--- config.mk ---
export PLATFORM = sky130hd
export DESIGN_NAME = vscc_top
export DESIGN_NICKNAME = d
export VERILOG_FILES = /design/src/vscc_pkg.sv /design/src/vscc_top.sv
export SDC_FILE = /design/constraint.sdc
export NUM_CORES = 1
export LEC_CHECK = 0
export BUFFER_PORTS_ARGS = -buffer_cell sky130_fd_sc_hd__buf_2
export CAP_MARGIN = 20
export CORE_ASPECT_RATIO = 0.75
export CORE_UTILIZATION = 51
export CTS_CLUSTER_DIAMETER = 80
export CTS_CLUSTER_SIZE = 20
export DETAILED_ROUTE_END_ITERATION = 12
export HOLD_SLACK_MARGIN = 0.02
export PLACE_DENSITY = 0.83
export SYNTH_ARGS = -nofsm -noshare
export SYNTH_HDL_FRONTEND = slang
export SYNTH_SLANG_ARGS = --single-unit
--- constraint.sdc ---
create_clock -name i_clk -period 2.9 [get_ports i_clk]
set_clock_uncertainty 0.2 [all_clocks]
set_input_delay 0 -clock i_clk [delete_from_list [all_inputs] [get_ports i_clk]]
set_output_delay 0 -clock i_clk [all_outputs]
set_load 0.005 [all_outputs]
--- src/vscc_pkg.sv ---
// vscc_pkg: register offsets, field positions, reset values for sync/clamp control
// assumes: 8-bit register port with 8-bit addresses, one pixel clock domain
package vscc_pkg;

  localparam int unsigned DATA_W = 8;
  localparam int unsigned ADDR_W = 8;

  // register offsets
  localparam logic [7:0] ADDR_CLAMP_START  = 8'h05;
  localparam logic [7:0] ADDR_CLAMP_LEN    = 8'h06;
  localparam logic [7:0] ADDR_SYNC_OUT_LEN = 8'h07;
  localparam logic [7:0] ADDR_GAIN_A       = 8'h08;
  localparam logic [7:0] ADDR_GAIN_B       = 8'h09;
  localparam logic [7:0] ADDR_GAIN_C       = 8'h0a;
  localparam logic [7:0] ADDR_OFFSET_A     = 8'h0b;
  localparam logic [7:0] ADDR_OFFSET_B     = 8'h0c;
  localparam logic [7:0] ADDR_OFFSET_C     = 8'h0d;
  localparam logic [7:0] ADDR_ROUTING      = 8'h0e;
  localparam logic [7:0] ADDR_CLAMP_CTRL   = 8'h0f;
  localparam logic [7:0] ADDR_AUTO_OFFSET  = 8'h1d;

  // sync routing control fields
  localparam int unsigned RT_HPOL_OVR  = 7;
  localparam int unsigned RT_HPOL      = 6;
  localparam int unsigned RT_HOUT_POL  = 5;
  localparam int unsigned RT_HSRC_OVR  = 4;
  localparam int unsigned RT_HSRC_SEL  = 3;
  localparam int unsigned RT_VOUT_INV  = 2;
  localparam int unsigned RT_VSRC_OVR  = 1;
  localparam int unsigned RT_VSRC_SEL  = 0;

  // clamp control fields
  localparam int unsigned CC_CLAMP_EXT = 7;
  localparam int unsigned CC_CLAMP_POL = 6;

  // auto offset control field
  localparam int unsigned AO_ENABLE    = 7;

  // offset field position
  localparam int unsigned OFS_MSB = 7;
  localparam int unsigned OFS_LSB = 1;
  localparam int unsigned OFS_W   = OFS_MSB - OFS_LSB + 1;

  // reset values
  localparam logic [7:0] RST_CLAMP_START  = 8'h01;
  localparam logic [7:0] RST_CLAMP_LEN    = 8'h00;
  localparam logic [7:0] RST_SYNC_OUT_LEN = 8'h00;
  localparam logic [7:0] RST_GAIN         = 8'h00;
  localparam logic [7:0] RST_OFFSET       = 8'h00;
  localparam logic [7:0] RST_ROUTING      = 8'h40;
  localparam logic [7:0] RST_CLAMP_CTRL   = 8'h40;
  localparam logic [7:0] RST_AUTO_OFFSET  = 8'h00;

  localparam logic [7:0] ONE_8  = 8'h01;
  localparam logic [7:0] ZERO_8 = 8'h00;

endpackage

--- src/vscc_top.sv ---
// vscc_top: clamp window, sync output pulse, sync routing and digital offset adder
// assumes: runs on the pixel clock; sync and clamp pins are asynchronous and are
// synchronised here; register port is a simple same-clock write/read strobe port
`timescale 1ns/1ps
`default_nettype none

module vscc_top
#(
  parameter int unsigned CHAN_W = 8
)
(
  // clock and reset
  input  wire logic              i_clk,
  input  wire logic              i_reset_n,
  // register port
  input  wire logic              i_reg_wr,
  input  wire logic              i_reg_rd,
  input  wire logic [7:0]        i_reg_addr,
  input  wire logic [7:0]        i_reg_wdata,
  output logic      [7:0]        o_reg_rdata,
  // asynchronous sync and clamp pins
  input  wire logic              i_line_sync,
  input  wire logic              i_green_embedded_sync,
  input  wire logic              i_frame_sync,
  input  wire logic              i_frame_sync_sep,
  input  wire logic              i_ext_clamp,
  // detector status from the front end
  input  wire logic              i_line_sync_present,
  input  wire logic              i_green_sync_present,
  input  wire logic              i_frame_sync_present,
  input  wire logic              i_detected_polarity,
  input  wire logic              i_feedback_tick,
  // conversion stream in
  input  wire logic              i_conv_valid,
  output logic                   o_conv_ready,
  input  wire logic [CHAN_W-1:0] i_conv_a,
  input  wire logic [CHAN_W-1:0] i_conv_b,
  input  wire logic [CHAN_W-1:0] i_conv_c,
  // conversion stream out
  output logic                   o_pix_valid,
  input  wire logic              i_pix_ready,
  output logic      [CHAN_W-1:0] o_pix_a,
  output logic      [CHAN_W-1:0] o_pix_b,
  output logic      [CHAN_W-1:0] o_pix_c,
  // front-end controls and sync outputs
  output logic                   o_clamp,
  output logic                   o_sync_out,
  output logic                   o_green_sync_out,
  output logic                   o_frame_sync_out,
  output logic                   o_sync_src_green,
  output logic      [7:0]        o_gain_a,
  output logic      [7:0]        o_gain_b,
  output logic      [7:0]        o_gain_c,
  output logic      [6:0]        o_manual_offset_a,
  output logic      [6:0]        o_manual_offset_b,
  output logic      [6:0]        o_manual_offset_c,
  output logic                   o_auto_offset_on
);

  ////////////////////////////////////////////////////////////////////////////
  // registers
  logic [7:0] clamp_start_delay_q;
  logic [7:0] clamp_window_length_q;
  logic [7:0] sync_out_pulse_length_q;
  logic [7:0] gain_q   [3];
  logic [7:0] offset_q [3];
  logic [7:0] sync_routing_control_q;
  logic [7:0] clamp_and_coast_control_q;
  logic [7:0] auto_offset_control_q;

  always_ff @(posedge i_clk or negedge i_reset_n)
  begin
    if (!i_reset_n)
    begin
      clamp_start_delay_q       <= vscc_pkg::RST_CLAMP_START;
      clamp_window_length_q     <= vscc_pkg::RST_CLAMP_LEN;
      sync_out_pulse_length_q   <= vscc_pkg::RST_SYNC_OUT_LEN;
      for (int i = 0; i < 3; i++)
      begin
        gain_q[i]   <= vscc_pkg::RST_GAIN;
        offset_q[i] <= vscc_pkg::RST_OFFSET;
      end
      sync_routing_control_q    <= vscc_pkg::RST_ROUTING;
      clamp_and_coast_control_q <= vscc_pkg::RST_CLAMP_CTRL;
      auto_offset_control_q     <= vscc_pkg::RST_AUTO_OFFSET;
    end
    else if (i_reg_wr)
    begin
      case (i_reg_addr)
        vscc_pkg::ADDR_CLAMP_START:  clamp_start_delay_q       <= i_reg_wdata;
        vscc_pkg::ADDR_CLAMP_LEN:    clamp_window_length_q     <= i_reg_wdata;
        vscc_pkg::ADDR_SYNC_OUT_LEN: sync_out_pulse_length_q   <= i_reg_wdata;
        vscc_pkg::ADDR_GAIN_A:       gain_q[0]                 <= i_reg_wdata;
        vscc_pkg::ADDR_GAIN_B:       gain_q[1]                 <= i_reg_wdata;
        vscc_pkg::ADDR_GAIN_C:       gain_q[2]                 <= i_reg_wdata;
        vscc_pkg::ADDR_OFFSET_A:     offset_q[0]               <= i_reg_wdata;
        vscc_pkg::ADDR_OFFSET_B:     offset_q[1]               <= i_reg_wdata;
        vscc_pkg::ADDR_OFFSET_C:     offset_q[2]               <= i_reg_wdata;
        vscc_pkg::ADDR_ROUTING:      sync_routing_control_q    <= i_reg_wdata;
        vscc_pkg::ADDR_CLAMP_CTRL:   clamp_and_coast_control_q <= i_reg_wdata;
        vscc_pkg::ADDR_AUTO_OFFSET:  auto_offset_control_q     <= i_reg_wdata;
        default:                     ;
      endcase
    end
  end

  // read data registered; unmapped addresses read zero
  always_ff @(posedge i_clk or negedge i_reset_n)
  begin
    if (!i_reset_n)
      o_reg_rdata <= vscc_pkg::ZERO_8;
    else if (i_reg_rd)
    begin
      case (i_reg_addr)
        vscc_pkg::ADDR_CLAMP_START:  o_reg_rdata <= clamp_start_delay_q;
        vscc_pkg::ADDR_CLAMP_LEN:    o_reg_rdata <= clamp_window_length_q;
        vscc_pkg::ADDR_SYNC_OUT_LEN: o_reg_rdata <= sync_out_pulse_length_q;
        vscc_pkg::ADDR_GAIN_A:       o_reg_rdata <= gain_q[0];
        vscc_pkg::ADDR_GAIN_B:       o_reg_rdata <= gain_q[1];
        vscc_pkg::ADDR_GAIN_C:       o_reg_rdata <= gain_q[2];
        vscc_pkg::ADDR_OFFSET_A:     o_reg_rdata <= {offset_q[0][7:1], 1'b0};
        vscc_pkg::ADDR_OFFSET_B:     o_reg_rdata <= {offset_q[1][7:1], 1'b0};
        vscc_pkg::ADDR_OFFSET_C:     o_reg_rdata <= {offset_q[2][7:1], 1'b0};
        vscc_pkg::ADDR_ROUTING:      o_reg_rdata <= sync_routing_control_q;
        vscc_pkg::ADDR_CLAMP_CTRL:   o_reg_rdata <= clamp_and_coast_control_q;
        vscc_pkg::ADDR_AUTO_OFFSET:  o_reg_rdata <= auto_offset_control_q;
        default:                     o_reg_rdata <= vscc_pkg::ZERO_8;
      endcase
    end
  end

  ////////////////////////////////////////////////////////////////////////////
  // pin synchronisers
  localparam int unsigned NSYNC = 5;
  logic [NSYNC-1:0] pin_meta_q;
  logic [NSYNC-1:0] pin_sync_q;

  always_ff @(posedge i_clk or negedge i_reset_n)
  begin
    if (!i_reset_n)
    begin
      pin_meta_q <= '0;
      pin_sync_q <= '0;
    end
    else
    begin
      pin_meta_q <= {i_ext_clamp, i_frame_sync_sep, i_frame_sync,
                     i_green_embedded_sync, i_line_sync};
      pin_sync_q <= pin_meta_q;
    end
  end

  wire logic line_pin   = pin_sync_q[0];
  wire logic green_pin  = pin_sync_q[1];
  wire logic frame_pin  = pin_sync_q[2];
  wire logic frame_sep  = pin_sync_q[3];
  wire logic clamp_pin  = pin_sync_q[4];

  ////////////////////////////////////////////////////////////////////////////
  // sync source and polarity
  logic use_green;
  logic ref_pol;
  logic use_sep;

  always_comb
  begin
    if (sync_routing_control_q[vscc_pkg::RT_HSRC_OVR])
      use_green = sync_routing_control_q[vscc_pkg::RT_HSRC_SEL];
    else if (i_line_sync_present == i_green_sync_present)
      use_green = sync_routing_control_q[vscc_pkg::RT_HSRC_SEL];
    else
      use_green = i_green_sync_present;
    ref_pol = sync_routing_control_q[vscc_pkg::RT_HPOL_OVR] ?
              sync_routing_control_q[vscc_pkg::RT_HPOL] : i_detected_polarity;
    use_sep = sync_routing_control_q[vscc_pkg::RT_VSRC_OVR] ?
              sync_routing_control_q[vscc_pkg::RT_VSRC_SEL] : !i_frame_sync_present;
  end

  wire logic line_src = use_green ? green_pin : line_pin;
  logic line_src_q;

  always_ff @(posedge i_clk or negedge i_reset_n)
  begin
    if (!i_reset_n)
      line_src_q <= 1'b0;
    else
      line_src_q <= line_src;
  end

  // reference edge: rising when polarity 1, falling when 0; other edge ignored
  wire logic ref_edge = ref_pol ? (line_src & ~line_src_q)
                                : (~line_src & line_src_q);

  ////////////////////////////////////////////////////////////////////////////
  // internal clamp window; settings latched per line so writes land next line
  logic [7:0] clamp_cnt_q;
  logic [7:0] clamp_start_line_q;
  logic [7:0] clamp_len_line_q;
  logic       clamp_int_q;
  logic       clamp_armed_q;

  always_ff @(posedge i_clk or negedge i_reset_n)
  begin
    if (!i_reset_n)
    begin
      clamp_cnt_q        <= vscc_pkg::ZERO_8;
      clamp_start_line_q <= vscc_pkg::RST_CLAMP_START;
      clamp_len_line_q   <= vscc_pkg::RST_CLAMP_LEN;
      clamp_int_q        <= 1'b0;
      clamp_armed_q      <= 1'b0;
    end
    else if (ref_edge)
    begin
      clamp_cnt_q        <= vscc_pkg::ONE_8;
      clamp_start_line_q <= clamp_start_delay_q;
      clamp_len_line_q   <= clamp_window_length_q;
      clamp_int_q        <= 1'b0;
      clamp_armed_q      <= (clamp_window_length_q != vscc_pkg::ZERO_8);
    end
    else if (clamp_armed_q && !clamp_int_q)
    begin
      clamp_cnt_q <= clamp_cnt_q + vscc_pkg::ONE_8;
      if (clamp_cnt_q >= clamp_start_line_q)
      begin
        clamp_int_q <= 1'b1;
        clamp_cnt_q <= vscc_pkg::ONE_8;
      end
    end
    else if (clamp_int_q)
    begin
      clamp_cnt_q <= clamp_cnt_q + vscc_pkg::ONE_8;
      if (clamp_cnt_q >= clamp_len_line_q)
      begin
        clamp_int_q   <= 1'b0;
        clamp_armed_q <= 1'b0;
      end
    end
  end

  // external pin bypasses the counters entirely
  wire logic clamp_ext_on = clamp_and_coast_control_q[vscc_pkg::CC_CLAMP_POL] ?
                            ~clamp_pin : clamp_pin;

  always_ff @(posedge i_clk or negedge i_reset_n)
  begin
    if (!i_reset_n)
      o_clamp <= 1'b0;
    else
      o_clamp <= clamp_and_coast_control_q[vscc_pkg::CC_CLAMP_EXT] ?
                 clamp_ext_on : clamp_int_q;
  end

  ////////////////////////////////////////////////////////////////////////////
  // sync output pulse
  logic [7:0] pulse_cnt_q;
  logic       pulse_q;

  always_ff @(posedge i_clk or negedge i_reset_n)
  begin
    if (!i_reset_n)
    begin
      pulse_cnt_q <= vscc_pkg::ZERO_8;
      pulse_q     <= 1'b0;
    end
    else if (i_feedback_tick)
    begin
      pulse_cnt_q <= sync_out_pulse_length_q;
      pulse_q     <= (sync_out_pulse_length_q != vscc_pkg::ZERO_8);
    end
    else if (pulse_q)
    begin
      pulse_cnt_q <= pulse_cnt_q - vscc_pkg::ONE_8;
      if (pulse_cnt_q == vscc_pkg::ONE_8)
        pulse_q <= 1'b0;
    end
  end

  always_ff @(posedge i_clk or negedge i_reset_n)
  begin
    if (!i_reset_n)
    begin
      o_sync_out       <= 1'b0;
      o_green_sync_out <= 1'b0;
      o_frame_sync_out <= 1'b0;
      o_sync_src_green <= 1'b0;
    end
    else
    begin
      o_sync_out       <= pulse_q ^ sync_routing_control_q[vscc_pkg::RT_HOUT_POL];
      o_green_sync_out <= green_pin ^ sync_routing_control_q[vscc_pkg::RT_HOUT_POL];
      o_frame_sync_out <= (use_sep ? frame_sep : frame_pin) ^
                          ~sync_routing_control_q[vscc_pkg::RT_VOUT_INV];
      o_sync_src_green <= use_green;
    end
  end

  ////////////////////////////////////////////////////////////////////////////
  // gain and manual offset codes to the front end
  wire logic auto_on = auto_offset_control_q[vscc_pkg::AO_ENABLE];

  always_ff @(posedge i_clk or negedge i_reset_n)
  begin
    if (!i_reset_n)
    begin
      o_gain_a          <= vscc_pkg::RST_GAIN;
      o_gain_b          <= vscc_pkg::RST_GAIN;
      o_gain_c          <= vscc_pkg::RST_GAIN;
      o_manual_offset_a <= '0;
      o_manual_offset_b <= '0;
      o_manual_offset_c <= '0;
      o_auto_offset_on  <= 1'b0;
    end
    else
    begin
      o_gain_a          <= gain_q[0];
      o_gain_b          <= gain_q[1];
      o_gain_c          <= gain_q[2];
      o_manual_offset_a <= offset_q[0][vscc_pkg::OFS_MSB:vscc_pkg::OFS_LSB];
      o_manual_offset_b <= offset_q[1][vscc_pkg::OFS_MSB:vscc_pkg::OFS_LSB];
      o_manual_offset_c <= offset_q[2][vscc_pkg::OFS_MSB:vscc_pkg::OFS_LSB];
      o_auto_offset_on  <= auto_on;
    end
  end

  ////////////////////////////////////////////////////////////////////////////
  // digital offset adder with two-entry skid buffer
  // sum saturates so a brightness trim never wraps black to white
  function automatic logic [CHAN_W-1:0] add_ofs(input logic [CHAN_W-1:0] v,
                                                input logic [7:0]        r,
                                                input logic              en);
    logic signed [CHAN_W+1:0] s;
    s = $signed({2'b00, v}) + $signed({{(CHAN_W-5){r[7]}}, r[7:1]});
    if (!en)
      add_ofs = v;
    else if (s < 0)
      add_ofs = '0;
    else if (s[CHAN_W])
      add_ofs = '1;
    else
      add_ofs = s[CHAN_W-1:0];
  endfunction

  localparam int unsigned ENT_W = 3 * CHAN_W;
  logic [ENT_W-1:0] buf_q [2];
  logic [1:0]       cnt_q;
  wire logic        push = i_conv_valid && o_conv_ready;
  wire logic        pop  = o_pix_valid && i_pix_ready;
  wire logic [ENT_W-1:0] in_word = {add_ofs(i_conv_a, offset_q[0], auto_on),
                                    add_ofs(i_conv_b, offset_q[1], auto_on),
                                    add_ofs(i_conv_c, offset_q[2], auto_on)};

  always_ff @(posedge i_clk or negedge i_reset_n)
  begin
    if (!i_reset_n)
    begin
      buf_q[0] <= '0;
      buf_q[1] <= '0;
      cnt_q    <= 2'd0;
    end
    else
    begin
      if (pop)
        buf_q[0] <= buf_q[1];
      if (push)
      begin
        if (cnt_q == 2'd0 || (cnt_q == 2'd1 && pop))
          buf_q[0] <= in_word;
        else
          buf_q[1] <= in_word;
      end
      cnt_q <= cnt_q + {1'b0, push} - {1'b0, pop};
    end
  end

  always_ff @(posedge i_clk or negedge i_reset_n)
  begin
    if (!i_reset_n)
    begin
      o_conv_ready <= 1'b0;
      o_pix_valid  <= 1'b0;
    end
    else
    begin
      o_conv_ready <= (cnt_q + {1'b0, push} - {1'b0, pop}) < 2'd2;
      o_pix_valid  <= (cnt_q + {1'b0, push} - {1'b0, pop}) != 2'd0;
    end
  end

  assign o_pix_a = buf_q[0][3*CHAN_W-1:2*CHAN_W];
  assign o_pix_b = buf_q[0][2*CHAN_W-1:CHAN_W];
  assign o_pix_c = buf_q[0][CHAN_W-1:0];

  ////////////////////////////////////////////////////////////////////////////
  // assertions
  a_ext_clamp_follows: assert property (@(posedge i_clk) disable iff (!i_reset_n)
    clamp_and_coast_control_q[vscc_pkg::CC_CLAMP_EXT] && $stable(clamp_and_coast_control_q)
    |=> o_clamp == $past(clamp_ext_on))
    else $error("external clamp not followed");
  a_int_clamp_start: assert property (@(posedge i_clk) disable iff (!i_reset_n)
    $rose(clamp_int_q) |-> clamp_armed_q && !ref_edge[*1])
    else $error("clamp window rose without arming");
  a_clamp_ignores_regs: assert property (@(posedge i_clk) disable iff (!i_reset_n)
    clamp_and_coast_control_q[vscc_pkg::CC_CLAMP_EXT] ##1
    clamp_and_coast_control_q[vscc_pkg::CC_CLAMP_EXT] |-> o_clamp == $past(clamp_ext_on))
    else $error("clamp registers affect external mode");
  a_pulse_length: assert property (@(posedge i_clk) disable iff (!i_reset_n)
    i_feedback_tick && sync_out_pulse_length_q == 8'h05
    ##1 (!i_feedback_tick && pulse_q)[*5] |=> !pulse_q)
    else $error("sync pulse length wrong");
  a_pulse_starts: assert property (@(posedge i_clk) disable iff (!i_reset_n)
    i_feedback_tick && sync_out_pulse_length_q != 8'h00 |=> pulse_q)
    else $error("sync pulse did not start");
  a_out_polarity: assert property (@(posedge i_clk) disable iff (!i_reset_n)
    $stable(sync_routing_control_q) |=> o_sync_out ==
    ($past(pulse_q) ^ $past(sync_routing_control_q[vscc_pkg::RT_HOUT_POL])))
    else $error("sync output polarity wrong");
  a_zero_offset: assert property (@(posedge i_clk) disable iff (!i_reset_n)
    offset_q[0][7:1] == 7'h00 |-> in_word[ENT_W-1:2*CHAN_W] == i_conv_a)
    else $error("zero offset changed data");
  a_manual_pass: assert property (@(posedge i_clk) disable iff (!i_reset_n)
    !auto_on |-> in_word[CHAN_W-1:0] == i_conv_c)
    else $error("adder active in manual mode");
  a_buffer_full: assert property (@(posedge i_clk) disable iff (!i_reset_n)
    cnt_q == 2'd2 |-> !o_conv_ready)
    else $error("ready while buffer full");

  c_int_clamp:  cover property (@(posedge i_clk) disable iff (!i_reset_n) $rose(clamp_int_q));
  c_ext_clamp:  cover property (@(posedge i_clk) disable iff (!i_reset_n)
    clamp_and_coast_control_q[vscc_pkg::CC_CLAMP_EXT] && o_clamp);
  c_pulse:      cover property (@(posedge i_clk) disable iff (!i_reset_n) $fell(pulse_q));
  c_stall_full: cover property (@(posedge i_clk) disable iff (!i_reset_n) cnt_q == 2'd2);

endmodule

`default_nettype wire

==> flow_summary.yaml <==
pwr:
  pwr-share-clk_pct: 25.7
  leakage_nw: 6.896
  p_seq_share_pct: 49.0
  p_per_area_nw_per_um2: 620.3
  combPwrFrac_pct: 25.3
  switching_share_pct: 31.28
  total_power_mw: 9.053
  p_int_mw: 6.221
  p_sw_mw: 2.832
  peakVddDrop_uv: 332.5
synthesis:
  ys_async_sr_fraction_pct: 100.0
  synth_edf_count: 0
  ys_warn_count: 0
  synth-seq-cells: 250
  synth_fp_nets: 1217
  synthesis.instances: 1110
  synth_seq_area_share_pct: 50.42
  syn_avg_cell_area_um2: 11.19
  synth_cell_types: 67
  syn_area_um2: 12420
  synth-main-ff-cell: "dfrtp_1"
run_status:
  status: "finished, final reports clean"
min_path:
  min_path_cells: 5
  worstHoldPathType: "in -> reg"
  whs_endpoint: "o_reg_rdata[4]"
  min_from: "i_reg_addr[5]"
worst_setup_path:
  critPathMaxFanout: 10
  end_kind: "register"
  reg2reg_depth: 8
  slowest_stage: "dlygate4sd3_1"
  r2r-start: "offset_q[10]"
  critPathTopFamily: "buffers and inverters"
  worst-path-buf-inv: 4
  cp_slowest_stage_delay_ps: 610
  crit_chain: "dlygate4sd3_1, buf_2, nor4_4, nand3b_2, nor2_4, nand2_1, dlygate4sd3_1, o21ai_0, dlygate4sd3_1"
  critPathArrivalTime_ps: 3100
  worst_path_most_repeated_cell: "dlygate4sd3_1"
  crit_required_ps: 3130
  critPathLaunchType: "input pin"
  r2r-end: "buf_q[11]"
  reg2reg_slack_ps: 150
  critPathKind: "in -> reg"
place:
  dp_cells: 1515
  dp_hpwl_mm: 22.74
  place_congestion: 0.9124
  port-buffer-count: 140
sta:
  finalHoldViolCount: 0
  max_freq_mhz: 349.3
  whs_ps: 21.60
  rsz0062_at_grt: "yes"
  final-setup-viol-count: 0
  tns_ps: 0
  finalCriticalPeriod_ps: 2863
  post-route-period-util_pct: 98.73
  max_slew_margin_pct: 41.82
  drv_slew: 0
  worst_pin_slew_ps: 872.8
global_routing:
  grt_pass1_vias: 9672
  grt_pass1_wl_mm: 53.32
  grt_usage_pct: 27.17
  grt-ovfl-total: 0
  grt_max_degree: 85
  grt_antenna_before_repair: 0
routing:
  drt-initial-drc-count: 997
  vias: 9798
  ant_nets: 0
  remaining_drc_errors: 0
  viasPerCell: 6.082
  routed_wl_mm: 33.28
  firstDrtPassIters: 7
  wl_per_cell_um: 20.66
flow_run:
  maxCapViolCount: 0
floorplan:
  start_util_pct: 51.94
  fp.dieH_um: 137.1
  die_area_um2: 24980
  coreArea_um2: 23910
  die_w_um: 182.2
  num_rows: 49
  ios: 141
layout:
  fin_util_pct: 61.04
  nets: 1402
  antennaDiodeCount: 0
  drive_above_1_share_pct: 24.83
  fin_cells: 1611
  synthToLayoutAreaGrowth_pct: 17.53
cts:
  cts_setup_buffers: 0
  clkLatencyLatePin_ps: 500
  cts_buffer_depth: 3
  tritoncts: "built"
  cts.sinks: 250
  cts_buffers: 16
  cts.clk_slew.worst_paths_ps: 90
  cts_max_level: 1
  ctsRootBufferMaster: "clkbuf_16"
==> layout make-up <==
cell class | instances | area (µm²)
fillers | 1828 | 9315
inverters | 34 | 127.6
clock inverters | 1 | 8.758
clock buffers | 27 | 473.0
well taps | 306 | 382.9
flip-flops and latches | 250 | 6261
repair buffers | 243 | 1685
multi-input cells | 750 | 5657
==> metal layers <==
metal | global-route usage (%) | wire (µm) | vias up
li1 | - | - | 4374
met1 | 38.94 | 14300 | 4830
met2 | 42.29 | 14970 | 507
met3 | 4.550 | 2956 | 87
met4 | 8.730 | 1054 | 0
met5 | 0 | 0 | -
==> cell families (layout without fill, tap and decap cells) <==
kind of cell             count (synthesis)  after routing  synth area share [%]
AND/OR/NAND/NOR                        277            277                 12.28
AO/OA/AOI/OAI                          254            254                 13.45
flip-flops                             250            250                 50.42
multiplexers                           133            133                 11.67
buffers and inverters                  110            305                 4.393
adder cells (fa/ha/maj)                 51             51                 5.320
XOR/XNOR                                35             35                 2.468
==> worst register-to-register path, delay by kind of cell (launching register included) <==
kind,cells,cell delay (ps)
buf+inv,1,170
xor+xnor,1,230
flops,1,410
compound gates,4,1040
simple gates,1,320
fa+ha+maj,1,290
==> flip-flops by register name, indices dropped and copies added, names as in the netlist, 7 cells and up <==
signal and flops:
clamp_len_line_q 8, o_pix_c 8, o_gain_b 8, buf_q 24, clamp_and_coast_control_q 8, o_pix_a 8, auto_offset_control_q 8, o_manual_offset_c 7
sync_out_pulse_length_q 8, clamp_window_length_q 8, clamp_start_delay_q 8, o_gain_a 8, offset_q 21, sync_routing_control_q 8, o_reg_rdata 8, o_manual_offset_a 7
gain_q 24, o_manual_offset_b 7, clamp_cnt_q 8, o_gain_c 8, clamp_start_line_q 8, o_pix_b 8, pulse_cnt_q 8
==> through the flow <==
step | instance area (µm²) | worst slack (ps)
after floorplan | 12420 | 319.0
after global placement | 13390 | 234.4
after detailed placement | 13390 | 165.4
after CTS | 14550 | 40.05
after global routing | 14600 | -46.08
final | 14600 | 36.72
==> what timing repair did <==
item | CTS | global route
endpoints found under the hold margin | 416 | 0
endpoints found under the setup margin | 0 | 47
hold buffers | 68 | 0
gates resized for setup | 0 | 11
==> power groups by stage <==
stage / combinational, mW / sequential, mW / clock (mW)
2_1_floorplan: 1.65 / 4.37 / 0
3_3_place_gp: 2.10 / 4.46 / 0
3_5_place_dp: 2.18 / 4.49 / 0
4_1_cts: 2.27 / 4.42 / 2.33
5_1_grt: 2.55 / 4.49 / 2.46
6_report: 2.29 / 4.43 / 2.33
==> layout by cell type (no fill, tap or decap), types with 5 or more instances in the layout <==
master and n:
nand2_1 68, a21o_1 11, buf_2 138, nor2_1 51
or3_1 5, clkbuf_16 17, o21ai_0 73, inv_1 34
a221oi_1 7, a21oi_1 64, nand3_1 27, clkbuf_1 9
nand3b_1 26, o21ai_1 5, nand2b_1 10, or4_1 7
dlygate4sd3_1 68, xor2_1 17, a22oi_1 18, nand3_2 5
nor2_2 8, dfrtp_1 246, a211oi_1 9, nor3b_1 25
o221ai_1 27, xnor2_1 18, mux2_2 94, mux2i_1 39
nor3_1 15, buf_4 32, ha_1 48
==> worst max-delay path by stage <==
stage	start	to	cells after the start	slack, ps
after floorplan	offset_q[17]	o_pix_a[5]	8	320
after global placement	offset_q[1]	o_pix_c[7]	9	230
after detailed placement	offset_q[9]	o_pix_b[2]	9	170
after CTS	i_reg_addr[6]	gain_q[3]	9	40
after global routing	i_reg_addr[6]	gain_q[3]	9	-50
final	i_reg_addr[6]	gain_q[3]	9	40
==> synthesized netlist by cell type (25+ instances only) <==
library cell | count | area share (%)
dfrtp_1 | 246 | 50
clkbuf_1 | 34 | 1.0
ha_1 | 48 | 4.8
nor2_1 | 52 | 1.6
nand3b_1 | 26 | 1.6
inv_1 | 34 | 1.0
nor3b_1 | 25 | 1.5
mux2i_1 | 39 | 3.1
mux2_2 | 94 | 8.5
nand3_1 | 30 | 1.2
buf_4 | 29 | 1.8
o21ai_0 | 74 | 3.0
o221ai_1 | 28 | 2.0
a21oi_1 | 64 | 2.6
nand2_1 | 68 | 2.1
(Power assumes the default switching activity.)
